===== src/ncs_pkg.sv =====
// package for the nand copy-back / erase / status host controller
// assumes a 25 MHz system clock and an AHB-Lite register port
package ncs_pkg;
	// nand commands
	localparam logic [7:0] CMD_READ_MAIN   = 8'h00;
	localparam logic [7:0] CMD_COPYBACK    = 8'h8A;
	localparam logic [7:0] CMD_ERASE_SETUP = 8'h60;
	localparam logic [7:0] CMD_ERASE_CONF  = 8'hD0;
	localparam logic [7:0] CMD_STATUS      = 8'h70;
	localparam logic [7:0] CMD_READ_ID     = 8'h90;
	localparam logic [7:0] CMD_RESET       = 8'hFF;
	localparam logic [7:0] ID_ADDR         = 8'h00;
	// device status register fields
	localparam int          ST_FAIL_BIT    = 0;
	localparam int          ST_READY_BIT   = 6;
	localparam int          ST_WP_BIT      = 7;
	localparam logic [7:0]  ST_RESET_VAL   = 8'hC0;
	// page and plane geometry
	localparam int          PAGE_BYTES     = 528;
	localparam int          PLANE_BIT      = 14;
	localparam int          ERASE_LO_BIT   = 14;
	// timing
	localparam int          CLK_MHZ        = 25;
	localparam int          T_POWERUP_NS   = 1000;
	localparam int          POWERUP_CYC    = (T_POWERUP_NS * CLK_MHZ + 999) / 1000;
	localparam int          STROBE_CYC     = 2;
	localparam int          BUSY_WAIT_CYC  = 4;
	// own register offsets
	localparam logic [7:0]  REG_CTRL       = 8'h00;
	localparam logic [7:0]  REG_SRC_ADDR   = 8'h04;
	localparam logic [7:0]  REG_DST_ADDR   = 8'h08;
	localparam logic [7:0]  REG_STATUS     = 8'h0C;
	localparam logic [7:0]  REG_RESULT     = 8'h10;
	// operation codes written to ctrl[2:0]
	localparam logic [2:0]  OP_COPYBACK    = 3'h1;
	localparam logic [2:0]  OP_ERASE       = 3'h2;
	localparam logic [2:0]  OP_STATUS      = 3'h3;
	localparam logic [2:0]  OP_READ_ID     = 3'h4;
	localparam logic [2:0]  OP_RESET       = 3'h5;
	// status register bits
	localparam int          SB_BUSY        = 0;
	localparam int          SB_DONE        = 1;
	localparam int          SB_FAIL        = 2;
	localparam int          SB_PLANE_ERR   = 3;
	localparam int          SB_READY_PIN   = 4;
	localparam int          SB_PWR_OK      = 5;
endpackage


===== src/ncs_strobe.sv =====
// one bus cycle on the nand pins: latch (we) or read (re) pulse of fixed width
// assumes start only while idle; pin levels are driven by the parent
`timescale 1ns/100ps
module ncs_strobe
(
	input  wire logic sys_clk,
	input  wire logic srst,
	input  wire logic start,
	output logic      strobe_n,
	output logic      done
);
	logic [3:0] count;
	logic       active;

	always_ff @(posedge sys_clk)
	begin
		if (srst)
		begin
			active <= 1'b0;
			count  <= 4'h0;
		end
		else if (start && !active)
		begin
			active <= 1'b1;
			count  <= 4'(2 * ncs_pkg::STROBE_CYC);
		end
		else if (active)
		begin
			count <= count - 4'h1;
			if (count == 4'h1)
				active <= 1'b0;
		end
	end

	// low during the first half, high during the second
	assign strobe_n = !(active && count > 4'(ncs_pkg::STROBE_CYC));
	assign done     = active && count == 4'h1;
endmodule // ncs_strobe


===== src/ncs_ahb_slave.sv =====
// ahb-lite slave front end: decodes one word transfer into write/read strobes
// assumes single whole-word transfers; always zero wait states, OKAY response
`timescale 1ns/100ps
module ncs_ahb_slave
(
	input  wire logic        sys_clk,
	input  wire logic        srst,
	input  wire logic        hsel,
	input  wire logic [31:0] haddr,
	input  wire logic [1:0]  htrans,
	input  wire logic        hwrite,
	input  wire logic        hready,
	output logic             wr_en,
	output logic             rd_en,
	output logic [7:0]       reg_addr
);
	logic       wr_pend;
	logic [7:0] addr_q;

	always_ff @(posedge sys_clk)
	begin
		if (srst)
		begin
			wr_pend <= 1'b0;
			addr_q  <= 8'h00;
		end
		else if (hready)
		begin
			wr_pend <= hsel && htrans[1] && hwrite;
			addr_q  <= haddr[7:0];
		end
	end

	assign wr_en    = wr_pend;
	assign rd_en    = hsel && htrans[1] && !hwrite && hready;
	assign reg_addr = wr_pend ? addr_q : haddr[7:0];
endmodule // ncs_ahb_slave


===== src/ncs_ctl.sv =====
// host-side nand controller: copy-back, block erase, status poll, id read, reset
// assumes the nand pins are synchronous to sys_clk; software drives it over ahb-lite
`timescale 1ns/100ps
module ncs_ctl
(
	input  wire logic        sys_clk,
	input  wire logic        srst,
	// ahb-lite
	input  wire logic        hsel,
	input  wire logic [31:0] haddr,
	input  wire logic [1:0]  htrans,
	input  wire logic [2:0]  hsize,
	input  wire logic        hwrite,
	input  wire logic        hready,
	input  wire logic [31:0] hwdata,
	output logic [31:0]      hrdata,
	output logic             hreadyout,
	output logic             hresp,
	// nand pins
	output logic             chip_enable_n,
	output logic             cmd_latch,
	output logic             addr_latch,
	output logic             write_strobe_n,
	output logic             output_strobe_n,
	output logic             write_protect_n,
	input  wire logic [7:0]  io_in,
	output logic [7:0]       io_out,
	output logic             io_oe,
	input  wire logic        ready_busy_n
);
	typedef enum logic [3:0] {
		NCS_PWRUP, NCS_IDLE, NCS_CMD, NCS_ADDR, NCS_WAIT_BUSY, NCS_WAIT_READY,
		NCS_CMD2, NCS_ADDR2, NCS_CONF, NCS_READ, NCS_DONE
	} ncs_state_t;

	ncs_state_t  state;
	logic [2:0]  op;
	logic [24:0] src_addr;
	logic [24:0] dst_addr;
	logic [1:0]  cyc_idx;
	logic [1:0]  read_idx;
	logic [7:0]  dev_status;
	logic [7:0]  id_maker;
	logic [7:0]  id_device;
	logic        done_flag;
	logic        fail_flag;
	logic        plane_err;
	logic        pwr_ok;
	logic        wp_enable;
	logic [7:0]  busy_wait;
	logic [7:0]  pwr_count;
	logic        wr_en;
	logic        rd_en;
	logic [7:0]  reg_addr;
	logic        we_start;
	logic        we_done;
	logic        re_start;
	logic        re_done;
	logic        we_n;
	logic        re_n;
	logic [7:0]  next_io;
	logic        latch_cmd;
	logic        latch_addr;
	logic        read_cycle;
	logic        ctrl_wr;
	logic [2:0]  req_op;

	ncs_ahb_slave u_slave
	(
		.sys_clk  (sys_clk),
		.srst     (srst),
		.hsel     (hsel),
		.haddr    (haddr),
		.htrans   (htrans),
		.hwrite   (hwrite),
		.hready   (hready),
		.wr_en    (wr_en),
		.rd_en    (rd_en),
		.reg_addr (reg_addr)
	);

	ncs_strobe u_we
	(
		.sys_clk  (sys_clk),
		.srst     (srst),
		.start    (we_start),
		.strobe_n (we_n),
		.done     (we_done)
	);

	ncs_strobe u_re
	(
		.sys_clk  (sys_clk),
		.srst     (srst),
		.start    (re_start),
		.strobe_n (re_n),
		.done     (re_done)
	);

	assign hreadyout       = 1'b1;
	assign hresp           = 1'b0;
	assign write_strobe_n  = we_n;
	assign output_strobe_n = re_n;
	assign chip_enable_n   = (state == NCS_IDLE) || (state == NCS_PWRUP);
	assign cmd_latch       = latch_cmd;
	assign addr_latch      = latch_addr;
	assign write_protect_n = wp_enable;
	assign io_out          = next_io;
	assign io_oe           = !read_cycle && (latch_cmd || latch_addr);
	assign ctrl_wr         = wr_en && reg_addr == ncs_pkg::REG_CTRL;
	assign req_op          = hwdata[2:0];

	// power-up recovery before the first command
	always_ff @(posedge sys_clk)
	begin
		if (srst)
			pwr_count <= 8'h00;
		else if (pwr_count != 8'(ncs_pkg::POWERUP_CYC))
			pwr_count <= pwr_count + 8'h01;
	end
	assign pwr_ok = pwr_count == 8'(ncs_pkg::POWERUP_CYC);

	// register writes
	always_ff @(posedge sys_clk)
	begin
		if (srst)
		begin
			src_addr  <= 25'h000_0000;
			dst_addr  <= 25'h000_0000;
			wp_enable <= 1'b0;
		end
		else if (wr_en)
		begin
			if (reg_addr == ncs_pkg::REG_SRC_ADDR)
				src_addr <= hwdata[24:0];
			if (reg_addr == ncs_pkg::REG_DST_ADDR)
				dst_addr <= hwdata[24:0];
			if (reg_addr == ncs_pkg::REG_CTRL)
				wp_enable <= hwdata[8];
		end
	end

	// register reads
	always_ff @(posedge sys_clk)
	begin
		if (srst)
			hrdata <= 32'h0000_0000;
		else if (rd_en)
			unique case (reg_addr)
				ncs_pkg::REG_CTRL:     hrdata <= {23'h00_0000, wp_enable, 5'h00, op};
				ncs_pkg::REG_SRC_ADDR: hrdata <= {7'h00, src_addr};
				ncs_pkg::REG_DST_ADDR: hrdata <= {7'h00, dst_addr};
				ncs_pkg::REG_STATUS:   hrdata <= {26'h000_0000, pwr_ok, ready_busy_n, plane_err,
				                                  fail_flag, done_flag, state != NCS_IDLE};
				ncs_pkg::REG_RESULT:   hrdata <= {8'h00, id_device, id_maker, dev_status};
				default:               hrdata <= 32'h0000_0000;
			endcase
	end

	// byte placed on the bus for the current cycle
	always_comb
	begin
		next_io    = 8'h00;
		latch_cmd  = 1'b0;
		latch_addr = 1'b0;
		read_cycle = 1'b0;
		unique case (state)
			NCS_CMD:
			begin
				latch_cmd = 1'b1;
				unique case (op)
					ncs_pkg::OP_COPYBACK: next_io = ncs_pkg::CMD_READ_MAIN;
					ncs_pkg::OP_ERASE:    next_io = ncs_pkg::CMD_ERASE_SETUP;
					ncs_pkg::OP_STATUS:   next_io = ncs_pkg::CMD_STATUS;
					ncs_pkg::OP_READ_ID:  next_io = ncs_pkg::CMD_READ_ID;
					default:              next_io = ncs_pkg::CMD_RESET;
				endcase
			end
			NCS_ADDR:
			begin
				latch_addr = 1'b1;
				if (op == ncs_pkg::OP_READ_ID)
					next_io = ncs_pkg::ID_ADDR;
				else if (op == ncs_pkg::OP_ERASE)
					next_io = cyc_idx == 2'd0 ? src_addr[16:9] & 8'hE0 : src_addr[24:17];
				else
					unique case (cyc_idx)
						2'd0:    next_io = src_addr[7:0];
						2'd1:    next_io = src_addr[16:9];
						default: next_io = src_addr[24:17];
					endcase
			end
			NCS_CMD2:
			begin
				latch_cmd = 1'b1;
				next_io   = ncs_pkg::CMD_COPYBACK;
			end
			NCS_ADDR2:
			begin
				latch_addr = 1'b1;
				unique case (cyc_idx)
					2'd0:    next_io = dst_addr[7:0];
					2'd1:    next_io = dst_addr[16:9];
					default: next_io = dst_addr[24:17];
				endcase
			end
			NCS_CONF:
			begin
				latch_cmd = 1'b1;
				// confirm only on the first erase pass, status poll after busy
				if (op == ncs_pkg::OP_ERASE && read_idx == 2'd0)
					next_io = ncs_pkg::CMD_ERASE_CONF;
				else
					next_io = ncs_pkg::CMD_STATUS;
			end
			NCS_READ:
				read_cycle = 1'b1;
			default:
				next_io = 8'h00;
		endcase
	end

	assign we_start = (latch_cmd || latch_addr) && !we_done;
	assign re_start = read_cycle && !re_done;

	// sequencer
	always_ff @(posedge sys_clk)
	begin
		if (srst)
		begin
			state     <= NCS_PWRUP;
			op        <= 3'h0;
			cyc_idx   <= 2'd0;
			read_idx  <= 2'd0;
			busy_wait <= 8'h00;
		end
		else
			unique case (state)
				NCS_PWRUP:
					if (pwr_ok)
						state <= NCS_IDLE;
				NCS_IDLE:
					// codes above reset have no sequence and are refused
					if (ctrl_wr && req_op != 3'h0 && req_op <= ncs_pkg::OP_RESET)
					begin
						op       <= req_op;
						cyc_idx  <= 2'd0;
						read_idx <= 2'd0;
						// same plane only, else refuse
						if (req_op == ncs_pkg::OP_COPYBACK
							&& src_addr[ncs_pkg::PLANE_BIT] != dst_addr[ncs_pkg::PLANE_BIT])
							state <= NCS_IDLE;
						else
							state <= NCS_CMD;
					end
				NCS_CMD:
					if (we_done)
					begin
						if (op == ncs_pkg::OP_STATUS)
							state <= NCS_READ;
						else if (op == ncs_pkg::OP_RESET)
						begin
							busy_wait <= 8'(ncs_pkg::BUSY_WAIT_CYC);
							state     <= NCS_WAIT_BUSY;
						end
						else
							state <= NCS_ADDR;
					end
				NCS_ADDR:
					if (we_done)
					begin
						cyc_idx <= cyc_idx + 2'd1;
						if (op == ncs_pkg::OP_READ_ID)
							state <= NCS_READ;
						else if (op == ncs_pkg::OP_ERASE && cyc_idx == 2'd1)
							state <= NCS_CONF;
						else if (op == ncs_pkg::OP_COPYBACK && cyc_idx == 2'd2)
						begin
							busy_wait <= 8'(ncs_pkg::BUSY_WAIT_CYC);
							state     <= NCS_WAIT_BUSY;
						end
					end
				NCS_WAIT_BUSY:
					if (busy_wait == 8'h00 || !ready_busy_n)
						state <= NCS_WAIT_READY;
					else
						busy_wait <= busy_wait - 8'h01;
				NCS_WAIT_READY:
					if (ready_busy_n)
					begin
						cyc_idx <= 2'd0;
						if (op == ncs_pkg::OP_COPYBACK && read_idx == 2'd0)
						begin
							read_idx <= 2'd1;
							state    <= NCS_CMD2;
						end
						else if (op == ncs_pkg::OP_RESET)
							state <= NCS_DONE;
						else
							state <= NCS_CONF;
					end
				NCS_CMD2:
					if (we_done)
						state <= NCS_ADDR2;
				NCS_ADDR2:
					if (we_done)
					begin
						cyc_idx <= cyc_idx + 2'd1;
						if (cyc_idx == 2'd2)
						begin
							busy_wait <= 8'(ncs_pkg::BUSY_WAIT_CYC);
							read_idx  <= 2'd2;
							state     <= NCS_WAIT_BUSY;
						end
					end
				NCS_CONF:
					if (we_done)
					begin
						if (op == ncs_pkg::OP_ERASE && read_idx == 2'd0)
						begin
							read_idx  <= 2'd2;
							busy_wait <= 8'(ncs_pkg::BUSY_WAIT_CYC);
							state     <= NCS_WAIT_BUSY;
						end
						else
						begin
							read_idx <= 2'd0;
							state    <= NCS_READ;
						end
					end
				NCS_READ:
					if (re_done)
					begin
						read_idx <= read_idx + 2'd1;
						if (op != ncs_pkg::OP_READ_ID || read_idx == 2'd1)
							state <= NCS_DONE;
					end
				NCS_DONE:
					state <= NCS_IDLE;
				default:
					state <= NCS_IDLE;
			endcase
	end

	// results captured from the bus at the end of each read strobe
	always_ff @(posedge sys_clk)
	begin
		if (srst)
		begin
			dev_status <= ncs_pkg::ST_RESET_VAL;
			id_maker   <= 8'h00;
			id_device  <= 8'h00;
		end
		else if (state == NCS_READ && re_done)
		begin
			if (op == ncs_pkg::OP_READ_ID)
			begin
				if (read_idx == 2'd0)
					id_maker <= io_in;
				else
					id_device <= io_in;
			end
			else
				dev_status <= io_in;
		end
	end

	// sticky result flags; a new request clears done and fail, and clears plane_err unless it is a cross-plane copy-back
	always_ff @(posedge sys_clk)
	begin
		if (srst)
		begin
			done_flag <= 1'b0;
			fail_flag <= 1'b0;
			plane_err <= 1'b0;
		end
		else if (state == NCS_IDLE && ctrl_wr && req_op != 3'h0 && req_op <= ncs_pkg::OP_RESET)
		begin
			done_flag <= 1'b0;
			fail_flag <= 1'b0;
			plane_err <= req_op == ncs_pkg::OP_COPYBACK
				&& src_addr[ncs_pkg::PLANE_BIT] != dst_addr[ncs_pkg::PLANE_BIT];
		end
		else if (state == NCS_DONE)
		begin
			done_flag <= 1'b1;
			if (op == ncs_pkg::OP_COPYBACK || op == ncs_pkg::OP_ERASE)
				fail_flag <= dev_status[ncs_pkg::ST_FAIL_BIT];
		end
	end
endmodule // ncs_ctl


===== config.mk =====
export PLATFORM = sky130hd
export DESIGN_NAME = ncs_ctl
export DESIGN_NICKNAME = d
export VERILOG_FILES = /design/src/ncs_pkg.sv /design/src/ncs_strobe.sv /design/src/ncs_ahb_slave.sv /design/src/ncs_ctl.sv
export SDC_FILE = /design/constraint.sdc
export NUM_CORES = 1
export LEC_CHECK = 0
export BUFFER_PORTS_ARGS = -buffer_cell sky130_fd_sc_hd__buf_2
export CAP_MARGIN = 0
export CORE_UTILIZATION = 40
export CTS_BUF_LIST = sky130_fd_sc_hd__clkbuf_8
export DETAILED_ROUTE_END_ITERATION = 10
export GPL_TIMING_DRIVEN = 0
export PLACE_DENSITY_LB_ADDON = 0.3
export SLEW_MARGIN = 40
export SYNTH_ARGS = -nofsm -noshare
export SYNTH_HDL_FRONTEND = slang
export SYNTH_SLANG_ARGS = --single-unit

===== constraint.sdc =====
create_clock -name sys_clk -period 4 [get_ports sys_clk]
set_input_delay 0.2 -clock sys_clk [delete_from_list [all_inputs] [get_ports sys_clk]]
set_output_delay 0.2 -clock sys_clk [all_outputs]
set_load 0.05 [all_outputs]

# --- Word-level counts from Yosys, hierarchy flattened ---
# Index checks and enable logic that the tools add are counted.
totals:
  regBits: 156
  latchBits: 0
  mem_bits_rw: 0
  mem_bits_ro: 0
  in_bits: 83
  out_inout_bits: 49
  wordCells: 224
  n_memories: 0
classes:
  n_addsub: 6
  n_mul: 0
  div: 0
  order_cmp: 3
  n_eq_ne: 52
  n_shift: 0
  mux: 70
  bitwise_logic: 2
  n_reduce_logical: 67
op_table:
  columns: ["cell", "n"]
  rows:
  - ["$mux 8", 17]
  - ["$pmux 25 s5", 1]
  - ["$pmux 8 s5", 2]
  - ["$mux 4", 18]
  - ["$pmux 4 s10", 1]
  - ["$ne 2x2->1 const B", 19]
  - ["$pmux 8 s2", 2]
  - ["$pmux 8 s4", 1]
  - ["$reduce_and 13->1", 2]
  - ["$logic_and 1x1->1", 25]
  - ["$mux 2", 12]
  - ["$eq 4x3->1 const B", 4]
  - ["$eq 8x4->1 const B", 2]
  - ["$eq 8x5->1 const B", 2]
  - ["$logic_not 8->1", 2]
  - ["$mux 3", 5]
  - ["$eq 4x1->1 const B", 3]
  - ["$eq 4x4->1 const B", 3]
  - ["$reduce_and 2->1", 6]
  - ["$pmux 2 s5", 1]
  - ["$reduce_bool 5->1", 2]
  - ["$logic_not 1->1", 9]
  - ["$mux 1", 9]
  - ["$add 8x1->8 const B", 1]
  - ["other kinds (30)", 51]

# --- Longest topological paths before layout ---
logic_depth:
  depth_word: 7
  ltp_mapped: 9
  ltp_nobuf: 7

# --- Hierarchy ---
# Synthesis repeated with hierarchy kept, for this count alone.
hier_totals:
  cells_unflattened: 921
  hier_area_um2: 7833.8
by_module_without_submodules:
  columns: ["module", "n_inst", "cells_per_inst", "area_per_inst_um2", "seq_area_each_um2"]
  rows:
  - ["ncs_ctl", 1, 821, 6771.5, 2602.5]
  - ["ncs_strobe", 2, 30, 299.0, 100.1]
  - ["ncs_ahb_slave", 1, 40, 464.2, 180.2]

# --- Least setup slack after synthesis ---
# OpenSTA, ideal clock, no wires.
synth_timing:
  kind: "register to output"
  startpoint: "reg op[1]"
  endpoint: "out io_out[0]"
  arrival_ps: 2381
  t_required_ps: 3800
  setup_slack_ps: 1419
  path_stages_with_launch: 7
  n_path_buf: 1
  path_cell_list: "dfxtp_1 clkbuf_1 nor3b_1 inv_1 a21oi_1 a21oi_1 o221ai_1"
synth_between:
  elab_chain_cells: 4
synth_rtl:
  columns: ["element", "line_no", "text"]
  rows:
  - ["start: declaration", "ncs_ctl.sv:37", "logic [2:0] op;"]
  - ["start signal: assignment", "ncs_ctl.sv:246", "op <= req_op;"]
  - ["$eq 3x2->1", "ncs_ctl.sv:171, ncs_ctl.sv:184", null]
  - ["$mux 8", "ncs_ctl.sv:184", "else if (op == ncs_pkg::OP_ERASE)"]
  - ["$mux 8", "ncs_ctl.sv:182", "if (op == ncs_pkg::OP_READ_ID)"]
  - ["$pmux 8 s5 *", "ncs_ctl.sv:167", "unique case (state)"]
  - ["end: declaration", "ncs_ctl.sv:27", "output logic [7:0] io_out,"]
# Mark *: on every way between the ends. The rest lies on a longest branch, timed or not.

# --- Worst setup path in the final report ---
layout_timing:
  startpoint: "reg op[1]"
  endpoint: "out io_out[4]"
# Same word-level chain as after synthesis.

==> run summary <==
Iteration-0 DRC Markers = 1174
Vias per cell = 5.82
Status = complete, no violations
Netlist cell types = 77
Net switching power = 1.44 mW
Clk_skew = 0.0163 ns
WP data required = 3.80 ns
Root Driver = clkbuf_8
Fillers = 1822
Total congestion overflow = 0
Final TNS setup = 0 ns
RSZ-0062 raised after global routing = no
Reg2reg start = u_slave.wr_en
Width of the die = 140 um
Clock Latency Late Sink = 0.49 ns
Slew Viols, Final = 0
Worst setup EP type = output pin
Fmax = 0.295 GHz
Core Area = 18800 um2
Startpoint type of the worst setup path = flip-flop
Relative slew slack = 46.5%
Gp weighted congestion = 0.955
Final Cycle Share = 84.8%
Worst-Margin Slew = 0.803 ns
Num CTS Buffers = 17
I/O pin count = 132
Vias = 7704
Min Tclk post-route = 3.39 ns
PostCTS Resize Cnt = 0
CTS tree = yes
H-Tree Depth = 4
Yosys warnings = 0
Yosys reg bits = 149
Clock share of power = 32.3%
Final Instance Area = 9170 um2
Sw Share = 38.1%
Number of global-route vias before repair = 7156
Multi-input gate area = 4210 um2
Async set-reset flop share out of synthesis = 0%
IO Port Bufs = 87
Antenna-violating nets left = 0
Most frequent cells in the layout = dfxtp_1, nand2_1, buf_2, a21oi_1, nor2_1
Share of layout cells above drive strength 1 = 15.0%
Hold Vio Cnt, Final = 0
Initial Util = 40.8%
Die height = 140 um
Post-synth EDFFs = 0
CP max FO = 10
Static Leak = 3.43 nW
Die Area = 19700 um2
Nets = 1175
DR pass1 iterations = 9
DP HPWL = 18500 um
Worst Hold End = u_slave.addr_q[5]
DR DRC count = 0
First-pass GRT wire length = 39100 um
VDD IR max = 234 uV
Sequential group share of total power = 42.0%
Hold Startpoint = haddr[5]
Reg2reg end = hrdata[22]
Setup bufs post-CTS = 0
Largest net degree at the start of global routing = 19
Seq/Total Area, Yosys = 38.9%
Clock Path Buffers = 2
Power Dens Cells = 414 nW/um2
Flop2flop setup slack = 1.29 ns
DRT Wirelength = 25300 um
Mapped Cells = 931
Hold path depth = 3
Cells on worst reg2reg path = 8
Placed instance area = 8430 um2
GRT Total Usage = 25.9%
Max Cap Viol = 0
Area grow syn2layout = 19.6%
Int Pwr = 2.35 mW
Pre-CTS worst setup slack = 1.15 ns
Setup WS post-layout = 0.608 ns
Ys flop type = dfxtp_1
Most common cell after layout, fill and taps aside = dfxtp_1
Reg area = 2980 um2
Clock slew at reported path FFs = 0.11 ns
Comb pwr share = 25.7%
Post-DR wirelength/cell = 19.1 um
Min-delay worst type = input pin to flip-flop
Rows = 50
Mapped Avg Cell Area = 8.23 um2
CTS Sinks = 149
Post-synthesis cell area = 7670 um2
WS Path Type = flip-flop to output pin
CP arrival = 3.19 ns
Initial antenna violation count = 0
Final Setup Violations = 0
-- cell type report --
cell class	count	share of cell area, %
Tap cell	234	3.19
Clock buffer	17	2.55
Sequential cell	149	32.5
Clock inverter	15	1.97
Inverter	27	1.11
Multi-Input combinational cell	683	45.9
Timing Repair Buffer	119	8.25
Antenna cell	1	0.0273
Buffer	79	4.42
-- worst max-delay path, cell delays in order (launching register included) --
cell,delay (ns)
dfxtp_1,0.43
clkbuf_1,0.46
nor3b_1,0.60
inv_1,0.09
a21oi_1,0.37
a21oi_1,0.17
o2111ai_1,0.28
buf_2,0.32
-- flip-flops by register name (all words and copies together) (netlist names), 8 cells and up --
register        flops
id_device           8
dst_addr           25
busy_wait           8
dev_status          8
pwr_count           8
hrdata             25
u_slave.addr_q      8
id_maker            8
src_addr           25
-- worst max-delay path by stage --
stage	start	endpoint	slack, ns	cells past startpoint
global route	op[1]	io_out[0]	0.35	7
finish	op[1]	io_out[4]	0.61	7
floorplan	op[1]	io_out[0]	1.42	6
global placement	op[1]	io_out[4]	1.14	7
CTS	op[1]	io_out[4]	0.60	7
detailed placement	op[1]	io_out[4]	1.15	7
-- synthesized netlist by cell type, types with 4 or more instances --
library cell  instances  area (um2)
a211oi_1              9        67.6
a21o_1                4        30.0
a21oi_1              90         450
a221oi_1              5        43.8
a222oi_1             23         230
a22o_1                7        61.3
a22oi_1              21         158
a311oi_1              5        43.8
a31oi_1              10        62.6
and3_1                8        50.1
buf_1                 7        26.3
buf_2                 4        20.0
buf_4                10        75.1
clkbuf_1             51         191
clkbuf_8              5        68.8
dfxtp_1             149        2980
ha_1                 16         200
inv_1                27         101
mux2i_1              41         410
nand2_1             118         443
nand2b_1             13        81.3
nand3_1              36         180
nand3b_1              4        30.0
nand4_1               9        56.3
nor2_1               90         338
nor2b_1               7        43.8
nor3_1               38         190
nor4_1                5        31.3
o211ai_1              6        45.0
o21ai_0              25         125
o221ai_1              5        43.8
o31ai_1               5        37.5
xnor2_1               7        61.3
xor2_1                4        35.0
-- power groups by stage --
stage	combinational (mW)	clock [mW]	sequential, mW
final	0.975	1.22	1.59
after global routing	1.06	1.29	1.60
after CTS	0.965	1.23	1.59
after detailed placement	0.939	0	1.63
after global placement	0.933	0	1.62
after floorplan	0.708	0	1.62
-- logic make-up after synthesis --
logic type                 share of synthesized area (%)
other                                             0.0980
AOI/OAI and AO/OA                                   21.5
and+or+nand+nor                                     23.0
xor gates and xnor gates                            1.26
DFF                                                 38.9
muxes                                               5.99
buffers and inverters                               6.59
adders and majority gates                           2.61
-- through the flow --
stage                     cells  hold WS, ns  util (%)  power, mW
after global routing       1323       0.0357      48.8       3.94
after floorplan             938        0.336         -       2.32
after global placement     1259        0.439      44.9       2.56
after CTS                  1323     0.000604      48.8       3.78
after detailed placement   1259        0.441      44.9       2.57
final                      1324       0.0115      48.8       3.79
-- per-layer routing --
layer | global-route usage, % | vias up | share of wire (%)
met5 | 0 | - | 0
met4 | 13.5 | 0 | 4.3
met3 | 4.21 | 71 | 7.4
met2 | 41.2 | 385 | 45
met1 | 33.7 | 3593 | 43
li1 | - | 3655 | -
-- timing repair --
action / CTS / global route
hold endpoints to repair: 54 / 0
endpoints found under the setup margin: 0 / 0
hold buffers: 32 / 0
No activity file was read; power rests on OpenSTA's default activity.
